$ cat config.mk
export PLATFORM = sky130hd
export DESIGN_NAME = lirx_output_stage
export DESIGN_NICKNAME = d
export VERILOG_FILES = /design/src/lirx_output_stage.v /design/src/lirx_fifo.v
export VERILOG_INCLUDE_DIRS = /design/src
export SDC_FILE = /design/constraint.sdc
export NUM_CORES = 1
export LEC_CHECK = 0
export ABC_AREA = 1
export BUFFER_PORTS_ARGS = -buffer_cell sky130_fd_sc_hd__buf_4
export CAP_MARGIN = 20
export CELL_PAD_IN_SITES_DETAIL_PLACEMENT = 0
export CELL_PAD_IN_SITES_GLOBAL_PLACEMENT = 1
export CORE_UTILIZATION = 44
export DETAILED_ROUTE_END_ITERATION = 10
export PLACE_DENSITY_LB_ADDON = 0.1
export SLEW_MARGIN = 20
export SYNTH_ARGS = -nofsm -noshare
export SYNTH_HDL_FRONTEND = slang
export SYNTH_SLANG_ARGS = --single-unit
$ cat constraint.sdc
create_clock -name clk_in -period 3.3 [get_ports clk_in]
set_input_delay 0.33 -clock clk_in [delete_from_list [all_inputs] [get_ports clk_in]]
set_output_delay 0.33 -clock clk_in [all_outputs]
set_load 0.05 [all_outputs]
$ cat src/lirx_consts.vh
`ifndef LIRX_CONSTS_VH
`define LIRX_CONSTS_VH

// Register word offsets (byte addresses)
`define LIRX_ADDR_CTRL 8'h00
`define LIRX_ADDR_STAT 8'h04

// Control register field positions
`define LIRX_CTRL_INV 0
`define LIRX_CTRL_DEC 1
`define LIRX_CTRL_HDB 2
`define LIRX_CTRL_EQ 3
`define LIRX_CTRL_W 4

// Control register default value
`define LIRX_CTRL_RST 4'h2

// Status register field positions
`define LIRX_STAT_HOST 0
`define LIRX_STAT_INV 1
`define LIRX_STAT_DEC 2
`define LIRX_STAT_HDB 3
`define LIRX_STAT_EQ 4
`define LIRX_STAT_EMPTY 5
`define LIRX_STAT_FULL 6
`define LIRX_STAT_OVF 7
`define LIRX_STAT_SHARED 8
`define LIRX_STAT_W 9

// Data path sizes
`define LIRX_FIFO_DEPTH 16
`define LIRX_SYM_W 2

// Substitution window lengths in symbols
`define LIRX_WIN_HDB 4
`define LIRX_WIN_B3Z 3

`endif

$ cat src/lirx_output_stage.v
// Design decisions made here: the address-and-strobe port and the register offsets.
`timescale 1ns/1ns
`include "lirx_consts.vh"

// How it works
// - Default: data launched on recovered clock rise
// - Host invert bit moves launch to fall
// - Hardware select pin inverts recovered clock output
// - Negative line pulse gives negative output pulse
// - Positive line pulse gives positive output pulse
// - Decoder enabled strips substitution patterns
// - Hardware equalizer pin switches equalizer
// - Host mode ignores equalizer pin
// - Host mode shared pin low resets registers
// - Shared pin: reset in host, invert otherwise
// - Undriven shared pin reads high
module lirx_output_stage #(
  parameter FIFO_DEPTH = `LIRX_FIFO_DEPTH,
  parameter FIFO_AW = 4
) (
  // Clock, reset, enable
  input wire clk_in,
  input wire rstn_in,
  input wire ce_in,
  // Line side, asynchronous to clk_in
  input wire rx_line_clk_in,
  input wire rx_line_a_in,
  input wire rx_line_b_in,
  // Mode pins, asynchronous to clk_in
  input wire host_mode_in,
  input wire shared_reset_invert_in,
  input wire rx_equalizer_enable_in,
  input wire tx_negative_data_in,
  input wire hdb3_select_in,
  // Register port
  input wire [7:0] reg_addr_in,
  input wire [31:0] reg_wdata_in,
  input wire reg_wr_in,
  input wire reg_rd_in,
  output reg [31:0] reg_rdata_out,
  // Terminal side
  output reg recovered_clock_out,
  output reg rx_positive_pulse_out,
  output reg rx_negative_pulse_out,
  output reg rx_equalizer_on_out
);

  ////////////////////////////////////////////////////////////////////////
  // Declarations
  reg [5:0] meta_r; // First synchroniser stage of six pins
  reg [5:0] sync_r; // Second stage, the only one logic reads
  wire lclk_s; // Synchronised line clock
  wire line_a_s; // Synchronised positive line level
  wire line_b_s; // Synchronised negative line level
  wire host_s; // Synchronised host mode
  wire shared_s; // Synchronised shared reset/invert pin
  wire eqpin_s; // Synchronised equalizer pin
  reg [1:0] meta2_r; // First stage of remaining pins
  reg [1:0] sync2_r; // Second stage of remaining pins
  wire txneg_s; // Synchronised negative transmit data pin
  wire hdbpin_s; // Synchronised line code pin
  reg lclk_d_r; // Previous line clock level
  wire lclk_rise; // Line clock rising edge
  reg [`LIRX_CTRL_W-1:0] ctrl_r; // Command register
  reg ovf_r; // Sticky FIFO overflow flag
  wire host_rst; // Register reset from shared pin
  wire inv_eff; // Effective clock inversion
  wire dec_eff; // Effective decoder enable
  wire hdb_eff; // Effective line code choice
  wire eq_eff; // Effective equalizer enable
  reg [3:0] shp_r; // Positive symbol delay line, 0 newest
  reg [3:0] shn_r; // Negative symbol delay line
  reg [3:0] shp_nxt; // Next positive delay line
  reg [3:0] shn_nxt; // Next negative delay line
  reg last_pos_r; // Polarity of last accepted pulse
  reg last_pos_nxt; // Next polarity
  wire new_p; // Incoming positive symbol
  wire new_n; // Incoming negative symbol
  wire viol; // Bipolar violation at input
  wire [3:0] clr_mask; // Delay line bits wiped by substitution
  wire step; // Delay line advance
  wire f_in_ready; // FIFO can accept
  wire f_out_valid; // FIFO has a symbol
  wire [1:0] f_out_data; // Oldest symbol, {pos, neg}
  wire f_full; // FIFO full
  wire f_empty; // FIFO empty
  wire launch; // Output update moment
  reg [31:0] rd_mux; // Read data before the register

  ////////////////////////////////////////////////////////////////////////
  // Two-stage synchronisers for every line and mode pin
  always @(posedge clk_in or negedge rstn_in)
  begin
    if (!rstn_in)
    begin
      meta_r <= 6'h30; // Shared pin idles high, as its pull-up
      sync_r <= 6'h30;
      meta2_r <= 2'h0;
      sync2_r <= 2'h0;
    end
    else if (ce_in)
    begin
      meta_r <= {shared_reset_invert_in, host_mode_in, rx_equalizer_enable_in,
                 rx_line_b_in, rx_line_a_in, rx_line_clk_in};
      sync_r <= meta_r;
      meta2_r <= {hdb3_select_in, tx_negative_data_in};
      sync2_r <= meta2_r;
    end
  end

  assign lclk_s = sync_r[0];
  assign line_a_s = sync_r[1];
  assign line_b_s = sync_r[2];
  assign eqpin_s = sync_r[3];
  assign host_s = sync_r[4];
  assign shared_s = sync_r[5];
  assign txneg_s = sync2_r[0];
  assign hdbpin_s = sync2_r[1];

  ////////////////////////////////////////////////////////////////////////
  // Line clock edge detection
  always @(posedge clk_in or negedge rstn_in)
  begin
    if (!rstn_in)
    begin
      lclk_d_r <= 1'b0;
    end
    else if (ce_in)
    begin
      lclk_d_r <= lclk_s;
    end
  end

  assign lclk_rise = lclk_s & ~lclk_d_r;

  ////////////////////////////////////////////////////////////////////////
  // Mode selection from pins or command register
  assign host_rst = host_s & ~shared_s;
  // Hardware mode: shared pin selects inversion
  assign inv_eff = host_s ? ctrl_r[`LIRX_CTRL_INV] : shared_s;
  // Hardware mode: single rail with low negative input enables decoder
  assign dec_eff = host_s ? ctrl_r[`LIRX_CTRL_DEC] : ~txneg_s;
  assign hdb_eff = host_s ? ctrl_r[`LIRX_CTRL_HDB] : hdbpin_s;
  // Host mode: pin ignored, register bit used
  assign eq_eff = host_s ? ctrl_r[`LIRX_CTRL_EQ] : eqpin_s;

  ////////////////////////////////////////////////////////////////////////
  // Command register and sticky overflow flag
  always @(posedge clk_in or negedge rstn_in)
  begin
    if (!rstn_in)
    begin
      ctrl_r <= `LIRX_CTRL_RST;
      ovf_r <= 1'b0;
    end
    else if (ce_in)
    begin
      if (host_rst)
      begin
        // Shared pin low in host mode: back to defaults
        ctrl_r <= `LIRX_CTRL_RST;
        ovf_r <= 1'b0;
      end
      else
      begin
        if (reg_wr_in && host_s && reg_addr_in == `LIRX_ADDR_CTRL)
        begin
          ctrl_r <= reg_wdata_in[`LIRX_CTRL_W-1:0];
        end
        // Overflow set wins over a write-one-to-clear
        if (step && !f_in_ready)
        begin
          ovf_r <= 1'b1;
        end
        else if (reg_wr_in && reg_addr_in == `LIRX_ADDR_STAT &&
                 reg_wdata_in[`LIRX_STAT_OVF])
        begin
          ovf_r <= 1'b0;
        end
      end
    end
  end

  ////////////////////////////////////////////////////////////////////////
  // Register read, data one cycle after the strobe
  always @*
  begin
    rd_mux = 32'h00000000;
    case (reg_addr_in)
      `LIRX_ADDR_CTRL:
      begin
        rd_mux[`LIRX_CTRL_W-1:0] = ctrl_r;
      end
      `LIRX_ADDR_STAT:
      begin
        rd_mux[`LIRX_STAT_HOST] = host_s;
        rd_mux[`LIRX_STAT_INV] = inv_eff;
        rd_mux[`LIRX_STAT_DEC] = dec_eff;
        rd_mux[`LIRX_STAT_HDB] = hdb_eff;
        rd_mux[`LIRX_STAT_EQ] = eq_eff;
        rd_mux[`LIRX_STAT_EMPTY] = f_empty;
        rd_mux[`LIRX_STAT_FULL] = f_full;
        rd_mux[`LIRX_STAT_OVF] = ovf_r;
        rd_mux[`LIRX_STAT_SHARED] = shared_s;
      end
      default:
      begin
        rd_mux = 32'h00000000; // Unmapped reads as zero
      end
    endcase
  end

  always @(posedge clk_in or negedge rstn_in)
  begin
    if (!rstn_in)
    begin
      reg_rdata_out <= 32'h00000000;
    end
    else if (ce_in)
    begin
      reg_rdata_out <= reg_rd_in ? rd_mux : 32'h00000000;
    end
  end

  ////////////////////////////////////////////////////////////////////////
  // Line symbol intake and violation detection
  // Both rails high together is not a valid symbol
  assign new_p = line_a_s & ~line_b_s;
  assign new_n = line_b_s & ~line_a_s;
  // Violation: pulse of same polarity as the previous pulse
  assign viol = (new_p & last_pos_r) | (new_n & ~last_pos_r);
  // Advance once per line bit; a full FIFO stalls the line path
  assign step = ce_in & lclk_rise;

  // Per-stage wipe: window 000V covers four, 00V three
  genvar gi;
  generate
    for (gi = 0; gi < 4; gi = gi + 1)
    begin : g_clr
      assign clr_mask[gi] = dec_eff & viol &
        ((gi < `LIRX_WIN_B3Z) | (hdb_eff & (gi < `LIRX_WIN_HDB)));
    end
  endgenerate

  ////////////////////////////////////////////////////////////////////////
  // Next delay line contents with substitution removed
  always @*
  begin
    shp_nxt = {shp_r[2:0], new_p} & ~clr_mask;
    shn_nxt = {shn_r[2:0], new_n} & ~clr_mask;
    last_pos_nxt = last_pos_r;
    if (new_p)
    begin
      last_pos_nxt = 1'b1;
    end
    else if (new_n)
    begin
      last_pos_nxt = 1'b0;
    end
  end

  always @(posedge clk_in or negedge rstn_in)
  begin
    if (!rstn_in)
    begin
      shp_r <= 4'h0;
      shn_r <= 4'h0;
      last_pos_r <= 1'b0;
    end
    else if (host_rst && ce_in)
    begin
      shp_r <= 4'h0;
      shn_r <= 4'h0;
      last_pos_r <= 1'b0;
    end
    else if (step && f_in_ready)
    begin
      shp_r <= shp_nxt;
      shn_r <= shn_nxt;
      last_pos_r <= last_pos_nxt;
    end
  end

  ////////////////////////////////////////////////////////////////////////
  // Buffer between decoder and launcher
  lirx_fifo #(
    .DW(`LIRX_SYM_W),
    .DEPTH(FIFO_DEPTH),
    .AW(FIFO_AW)
  ) u_fifo (
    .clk_in(clk_in),
    .rstn_in(rstn_in),
    .ce_in(ce_in),
    .in_valid_in(step),
    .in_ready_out(f_in_ready),
    .in_data_in({shp_r[3], shn_r[3]}),
    .out_valid_out(f_out_valid),
    .out_ready_in(launch),
    .out_data_out(f_out_data),
    .full_out(f_full),
    .empty_out(f_empty)
  );

  ////////////////////////////////////////////////////////////////////////
  // Recovered clock output and data launch
  // Launch on each line rise; with inversion off this is the output's
  // rising edge, with inversion on the output's falling edge
  assign launch = ce_in & lclk_rise;

  always @(posedge clk_in or negedge rstn_in)
  begin
    if (!rstn_in)
    begin
      recovered_clock_out <= 1'b0;
      rx_positive_pulse_out <= 1'b0;
      rx_negative_pulse_out <= 1'b0;
      rx_equalizer_on_out <= 1'b0;
    end
    else if (ce_in)
    begin
      recovered_clock_out <= lclk_s ^ inv_eff;
      rx_equalizer_on_out <= eq_eff;
      if (launch)
      begin
        // Held for one full line period until the next launch
        if (f_out_valid)
        begin
          rx_positive_pulse_out <= f_out_data[1];
          rx_negative_pulse_out <= f_out_data[0];
        end
        else
        begin
          rx_positive_pulse_out <= 1'b0;
          rx_negative_pulse_out <= 1'b0;
        end
      end
    end
  end

endmodule // lirx_output_stage

$ cat src/lirx_fifo.v
`timescale 1ns/1ns
`include "lirx_consts.vh"

// Symbol FIFO between the decoder and the output launcher
module lirx_fifo #(
  parameter DW = `LIRX_SYM_W,
  parameter DEPTH = `LIRX_FIFO_DEPTH,
  parameter AW = 4
) (
  // Clock, reset, enable
  input wire clk_in,
  input wire rstn_in,
  input wire ce_in,
  // Fill side
  input wire in_valid_in,
  output wire in_ready_out,
  input wire [DW-1:0] in_data_in,
  // Drain side
  output wire out_valid_out,
  input wire out_ready_in,
  output wire [DW-1:0] out_data_out,
  // Levels
  output wire full_out,
  output wire empty_out
);

  reg [DW-1:0] mem_r [0:DEPTH-1]; // Storage
  reg [AW-1:0] wp_r; // Write pointer
  reg [AW-1:0] rp_r; // Read pointer
  reg [AW:0] cnt_r; // Occupancy
  wire push; // Accepted write
  wire pop; // Accepted read

  assign full_out = (cnt_r == DEPTH[AW:0]);
  assign empty_out = (cnt_r == {(AW+1){1'b0}});
  assign in_ready_out = ~full_out;
  assign out_valid_out = ~empty_out;
  assign out_data_out = mem_r[rp_r];
  assign push = ce_in & in_valid_in & ~full_out;
  assign pop = ce_in & out_ready_in & ~empty_out;

  ////////////////////////////////////////////////////////////////////////
  // Storage write, no reset needed
  always @(posedge clk_in)
  begin
    if (push)
    begin
      mem_r[wp_r] <= in_data_in;
    end
  end

  ////////////////////////////////////////////////////////////////////////
  // Pointers and count; wrap at depth
  always @(posedge clk_in or negedge rstn_in)
  begin
    if (!rstn_in)
    begin
      wp_r <= {AW{1'b0}};
      rp_r <= {AW{1'b0}};
      cnt_r <= {(AW+1){1'b0}};
    end
    else
    begin
      if (push)
      begin
        wp_r <= (wp_r == DEPTH[AW-1:0] - 1'b1) ? {AW{1'b0}} : wp_r + 1'b1;
      end
      if (pop)
      begin
        rp_r <= (rp_r == DEPTH[AW-1:0] - 1'b1) ? {AW{1'b0}} : rp_r + 1'b1;
      end
      if (push & ~pop)
      begin
        cnt_r <= cnt_r + 1'b1;
      end
      else if (pop & ~push)
      begin
        cnt_r <= cnt_r - 1'b1;
      end
    end
  end

endmodule // lirx_fifo

Yosys cells after proc, flatten, opt, wreduce, memory -nomap -nowiden
Memories as Yosys holds them, arrays and structs flattened.
Index checks and enable logic that the tools add are counted.
W data, S select, Z words.
- flip-flop bits (word level): 80
- RAM bits: 32
- bits of input ports: 53
- logic and storage cells: 102
- memories: 1
- add/subtract/negate cells: 4
- equal/unequal tests: 4
- muxes and demuxes: 28
- bitwise logic cells: 29
- reductions and logical operators: 18
- memory list (name ; words ; bits a word ; rd ports ; clocked after memory_dff ; write ports ; RTL line ; source):
    u_fifo.mem_r ; 16 ; 2 ; 1 ; 0 ; 1 ; lirx_fifo.v:27 ; reg [DW-1:0] mem_r [0:DEPTH-1];
- operators with widths (kind ; count):
    $mux W4 ; 8
    $mux W1 ; 15
    $mux W5 ; 3
    $and A1 B1 Y1 ; 14
    $not A1 Y1 ; 10
    $mux W9 ; 1
    $add A4 B1 Y4 const B ; 2
    $and A4 B4 Y4 ; 2
    $eq A4 B4 Y1 const B ; 2
    $eq A8 B3 Y1 const B ; 1
    $logic_not A8 Y1 ; 1
    $pmux W4 S2 ; 1
    $reduce_and A2 Y1 ; 4
    $logic_and A1 B1 Y1 ; 7
    $reduce_bool A2 Y1 ; 3
    $reduce_bool A3 Y1 ; 2
    $add A5 B1 Y5 const B ; 1
    $eq A5 B5 Y1 const B ; 1
    $logic_not A5 Y1 ; 1
    $sub A5 B1 Y5 const B ; 1
    $not A4 Y4 ; 1
    $or A1 B1 Y1 ; 1
    $xor A1 B1 Y1 ; 1

Depth between registers and ports, before layout
- depth in word-level cells: 10
- depth in mapped cells: 14
- mapped depth without buffers: 13

Modules after synthesis
A second synthesis with hierarchy kept.
- cell total of the unflattened synthesis: 536
- area, all modules: 4657.0 um2
- modules (own cells, without submodules) (module ; instances ; cells an instance ; area an instance (um2)):
    lirx_fifo ; 1 ; 266 ; 2426.1
    lirx_output_stage ; 1 ; 270 ; 2230.9

Worst setup path before layout
OpenSTA, ideal clock, no wires.
- kind: register -> register
- from: register u_fifo.cnt_r[3]
- to: register u_fifo.cnt_r[4]
- arrival time: 2032 ps
- required time: 3182 ps
- path slack: 1149 ps
- cell stages (with the launch flop): 13
- path buffers: 1
- cells stage by stage: dfrtp_1 -> nor2_2 -> nand4_1 -> nand2_1 -> inv_2 -> buf_4 -> ha_1 -> fa_1 -> o21ai_0 -> nand2_1 -> nand2_1 -> xor2_1 -> inv_1
- cells in the longest elaborated chain, start to end: 6
- elaborated cells between the ends (all ways): 15
- classes of those cells: 2 x add/sub; 1 x eq/ne; 2 x mux; 8 x bitwise; 2 x reduce/logical
- ends and longest elaborated chain (what ; RTL line ; source):
    start, declared ; lirx_fifo.v:30 ; reg [AW:0] cnt_r;
    start signal, assigned ; lirx_fifo.v:60 ; cnt_r <= {(AW+1){1'b0}};
    start signal, assigned ; lirx_fifo.v:74 ; cnt_r <= cnt_r + 1'b1;
    start signal, assigned ; lirx_fifo.v:78 ; cnt_r <= cnt_r - 1'b1;
    $eq A5 B5 Y1 * ; lirx_fifo.v:34 ; assign full_out = (cnt_r == DEPTH[AW:0]);
    $not A1 Y1 * ; lirx_fifo.v:39 ; assign push = ce_in & in_valid_in & ~full_out;
    $and A1 B1 Y1 * ; lirx_fifo.v:39 ;
    named net u_fifo.push ; lirx_fifo.v:31 ; wire push;
    $not A1 Y1 ; lirx_fifo.v:76 ; else if (pop & ~push)
    $and A1 B1 Y1 ; lirx_fifo.v:76 ;
    $reduce_bool A2 Y1 (no source line) ; -- ;
The timed path passes the listed nets; every way through them passes the cells marked *. The select of a mux whose other input is x is not followed.
A chain may end at the register's enable or synchronous reset.

Worst setup path after layout
- from: register u_fifo.cnt_r[3]
- to: register u_fifo.cnt_r[3]
- cells in the longest elaborated chain, start to end: 6
- elaborated cells between the ends (all ways): 15
- classes of those cells: 2 x add/sub; 1 x eq/ne; 2 x mux; 8 x bitwise; 2 x reduce/logical
- ends and longest elaborated chain (what):
    parallel branches: the longest is 6 deep, another holds $sub A5 B1 Y5
Parallel ways; which one is timed is not known. The select of a mux whose other input is x is not followed.

==> results.sh <==
export IMPL_final_period_minus_worst_setup_slack_ns=2.230
export IMPL_netlist_instances=492
export IMPL_synth_yosys_seq_area_share_pct=55.08
export IMPL_type_of_the_setup_path_with_the_least_slack="flop to flop"
export IMPL_die_x_um=101.4
export IMPL_synthArstFlopShare_pct=64.04
export IMPL_rr_worst_depth=12
export IMPL_cts_htree_levels=3
export IMPL_route_vias_total=3119
export IMPL_final_net_count=595
export IMPL_cellInternalPower_mw=1.941
export IMPL_max_slew_worst_pin_slew_ns=0.7343
export IMPL_timing_fmax_mhz=448.4
export IMPL_worstPathRequired_ns=3.54
export IMPL_worst_hold_path_type="primary input to async pin"
export IMPL_n_antenna_cell=0
export IMPL_switching_share_pct=38.16
export IMPL_layout_worst_path_cycle_share_pct=67.58
export IMPL_setup_violations=0
export IMPL_crit_path_start_kind="flop"
export IMPL_tritoncts="yes"
export IMPL_cpLargestDelayFamily="simple AND/OR/NAND/NOR gates"
export IMPL_post_synth_top_area_fraction_pct=29.95
export IMPL_power_frac_comb_pct=28.2
export IMPL_finalWeightedCongestion=0.7814
export IMPL_worstPathMaxFanout=4
export IMPL_core_area_mm2=0.009415
export IMPL_clkLatencyLatePin_ns=0.36
export IMPL_grt_pass1_vias=2886
export IMPL_ctsResizeCount=0
export IMPL_drv_slew=0
export IMPL_design_portCount=89
export IMPL_place_port_buffers=38
export IMPL_post_cts_setup_buffers=0
export IMPL_max_slew_margin_rel_pct=51.05
export IMPL_drive_above_1_share_pct=13.43
export IMPL_worst_path_most_repeated_cell="sky130_fd_sc_hd__nand2_1"
export IMPL_drt_initial_drc_count=126
export IMPL_postSynth_topFlopCell="sky130_fd_sc_hd__dfrtp_1"
export IMPL_postSynthRegisterBits=89
export IMPL_p_seq_share_pct=46.8
export IMPL_switchingPower_mw=1.198
export IMPL_worst_endpoint_arrival_ns=2.47
export IMPL_clock_skew_ns=0.01784
export IMPL_clk_root_buffer_cell="sky130_fd_sc_hd__clkbuf_8"
export IMPL_cts_inserted_buffers=9
export IMPL_detailedPlacementHpwl_mm=5.940
export IMPL_drv_max_cap_violation_count=0
export IMPL_mappedNetlistArea_mm2=0.004345
export IMPL_syn_area_per_cell_um2=8.832
export IMPL_grt_setup_unrepaired="false"
export IMPL_cellLeakagePower_nw=2.435
export IMPL_synth_cell_type_count=34
export IMPL_effective_utilization_at_floorplan_pct=46.15
export IMPL_global_route_usage_sum_pct=18.02
export IMPL_std_cell_rows=35
export IMPL_endpoint_kind_of_the_worst_setup_timing_path="flop"
export IMPL_yosys_warnings=0
export IMPL_grt_max_degree=58
export IMPL_final_fill_count=907
export IMPL_cp_buffers_inverters=2
export IMPL_r2r_start="u_fifo.cnt_r[3]$_DFFE_PN0P_"
export IMPL_cts_max_path_buffers=2
export IMPL_clk_pin_slew_ns=0.10
export IMPL_synth_area_leaders="sky130_fd_sc_hd__dfrtp_1 30%, sky130_fd_sc_hd__edfxtp_1 22%, sky130_fd_sc_hd__nand2_1 13%, sky130_fd_sc_hd__nand3_1 5.5%, sky130_fd_sc_hd__inv_1 5.3%"
export IMPL_route_detailed_wl_per_inst_um=12.58
export IMPL_holdBufCountCts=0
export IMPL_drtAntennaViolNets=0
export IMPL_finalSetupTns_ns=0
export IMPL_timing_critical_path_depth=12
export IMPL_wl_mm=8.369
export IMPL_grt_first_pass_wirelength_mm=13.97
export IMPL_cts_sinks=89
export IMPL_initial_antenna_violation_count=0
export IMPL_result_of_the_run="finished clean"
export IMPL_worst_ir_drop_vdd_mv=0.3130
export IMPL_synth_enable_flop_cells=32
export IMPL_crit_chain="nor2_2 -> nand4_1 -> nand2_1 -> inv_2 -> ha_1 -> inv_1 -> ha_1 -> a21oi_1 -> nand2_1 -> nand2_1 -> nand3_1 -> xnor2_1"
export IMPL_final_hold_violation_count=0
export IMPL_area_delta_synth_final_pct=12.15
export IMPL_worstSetupStartpoint="u_fifo.cnt_r[3]$_DFFE_PN0P_"
export IMPL_p_clk_share_pct=25.0
export IMPL_die_height_um=101.4
export IMPL_firstDrtPassIters=5
export IMPL_synth_top_cell_by_area="sky130_fd_sc_hd__dfrtp_1"
export IMPL_power_consumption_mw=3.139
export IMPL_cpMaxStageDelayCell="sky130_fd_sc_hd__dfrtp_1"
export IMPL_slowest_delay_ns=0.41
export IMPL_grt_overflow_total=0
export IMPL_viasPerCell=4.690
export IMPL_die_area_mm2=0.01028
export IMPL_route_detailed_drc=0
export IMPL_pwr_density_cell_mw_per_mm2=644.1
export IMPL_fin_hold_ws_ns=0.01866
## cell usage in the layout (no fill, tap or decap), types with 3 or more instances in the layout
cell type	n
sky130_fd_sc_hd__xor2_1	3
sky130_fd_sc_hd__o31ai_1	4
sky130_fd_sc_hd__xnor2_1	3
sky130_fd_sc_hd__nand2_1	155
sky130_fd_sc_hd__o22ai_1	3
sky130_fd_sc_hd__nor2_1	22
sky130_fd_sc_hd__edfxtp_1	32
sky130_fd_sc_hd__nor2_2	3
sky130_fd_sc_hd__a21oi_1	5
sky130_fd_sc_hd__buf_4	41
sky130_fd_sc_hd__conb_1	23
sky130_fd_sc_hd__dfstp_2	5
sky130_fd_sc_hd__clkbuf_8	9
sky130_fd_sc_hd__dfrtp_1	52
sky130_fd_sc_hd__nand4_1	7
sky130_fd_sc_hd__inv_8	3
sky130_fd_sc_hd__o21ai_0	28
sky130_fd_sc_hd__nand3_1	48
sky130_fd_sc_hd__ha_1	10
sky130_fd_sc_hd__inv_1	61
## routing by layer
layer / GRT usage (%) / up-vias / wire length (um)
li1: - / 1603 / -
met1: 26.50 / 1450 / 4254
met2: 26.90 / 64 / 3733
met3: 4.348 / 2 / 335
met4: 4.348 / 0 / 45
met5: 0 / - / 0
## layout make-up
type	count	area [um2]	share of cell area [%]
multi-input combinational	326	1556	31.94
clock buffer	10	148.9	3.055
clock inverter	6	65.06	1.335
inverter	64	240.2	4.929
sequential	89	2394	49.11
tap	129	161.4	3.312
timing repair buffer	41	307.8	6.316
## cells by family (layout without fill, tap and decap cells)
kind of cell,after synthesis,after routing,share of synthesized area (%)
compound gates,42,42,5.269
buf+inv,99,121,11.00
simple gates,244,244,24.01
other cells,1,23,0.08630
fa+ha+maj,11,11,3.340
xor+xnor,6,6,1.210
flops,89,89,55.08
## state kept, by name, indices dropped and copies added, names as in the netlist, 2 cells and up
name           count
u_fifo.mem_r      32
reg_rdata_out      9
meta_r             6
sync_r             6
u_fifo.cnt_r       5
ctrl_r             4
shn_r              4
shp_r              4
u_fifo.rp_r        4
u_fifo.wp_r        4
meta2_r            2
sync2_r            2
## stage by stage
step / setup slack (ns) / util (%) / instances / area, um2
after floorplan: 1.149 / - / 514 / 4428
after CTS: 1.040 / 51.76 / 665 / 4873
after global placement: 1.095 / 49.49 / 649 / 4659
final: 1.070 / 51.76 / 665 / 4873
after global routing: 0.8287 / 51.76 / 665 / 4873
after detailed placement: 1.067 / 49.49 / 649 / 4659
## synthesized netlist by cell type, types with 2 or more instances
library cell and instances:
sky130_fd_sc_hd__nor3_1 2, sky130_fd_sc_hd__buf_4 27, sky130_fd_sc_hd__a21oi_1 5, sky130_fd_sc_hd__nor2_2 3
sky130_fd_sc_hd__dfstp_2 5, sky130_fd_sc_hd__xor2_1 3, sky130_fd_sc_hd__nand2_1 155, sky130_fd_sc_hd__clkbuf_1 3
sky130_fd_sc_hd__ha_1 10, sky130_fd_sc_hd__o22ai_1 3, sky130_fd_sc_hd__nand3_1 48, sky130_fd_sc_hd__xnor2_1 3
sky130_fd_sc_hd__nor2_1 22, sky130_fd_sc_hd__o21ai_0 28, sky130_fd_sc_hd__buf_2 4, sky130_fd_sc_hd__dfrtp_1 52
sky130_fd_sc_hd__edfxtp_1 32, sky130_fd_sc_hd__inv_1 61, sky130_fd_sc_hd__nand4_1 7, sky130_fd_sc_hd__inv_2 2
sky130_fd_sc_hd__o31ai_1 4
## path summary, 6_finish.rpt
path,to,slack [ns]
setup / recovery,u_fifo.cnt_r[3]$_DFFE_PN0P_,1.07
hold / removal,u_fifo.wp_r[2]$_DFFE_PN0P_,0.02
setup reg to reg,u_fifo.cnt_r[3]$_DFFE_PN0P_,1.07
hold reg to reg,meta_r[5]$_DFFE_PN1P_,0.47
max in group asynchronous,lclk_d_r$_DFFE_PN0P_,2.79
min in group clk_in,meta2_r[0]$_DFFE_PN0P_,0.16
## power by group through the flow
stage	clock network (mW)	logic [mW]	registers [mW]
2_1_floorplan	0	0.691	1.47
3_3_place_gp	0	0.876	1.49
3_5_place_dp	0	0.890	1.49
4_1_cts	0.809	0.894	1.47
5_1_grt	0.847	1.02	1.50
6_report	0.786	0.884	1.47
(Power assumes the default switching activity.)
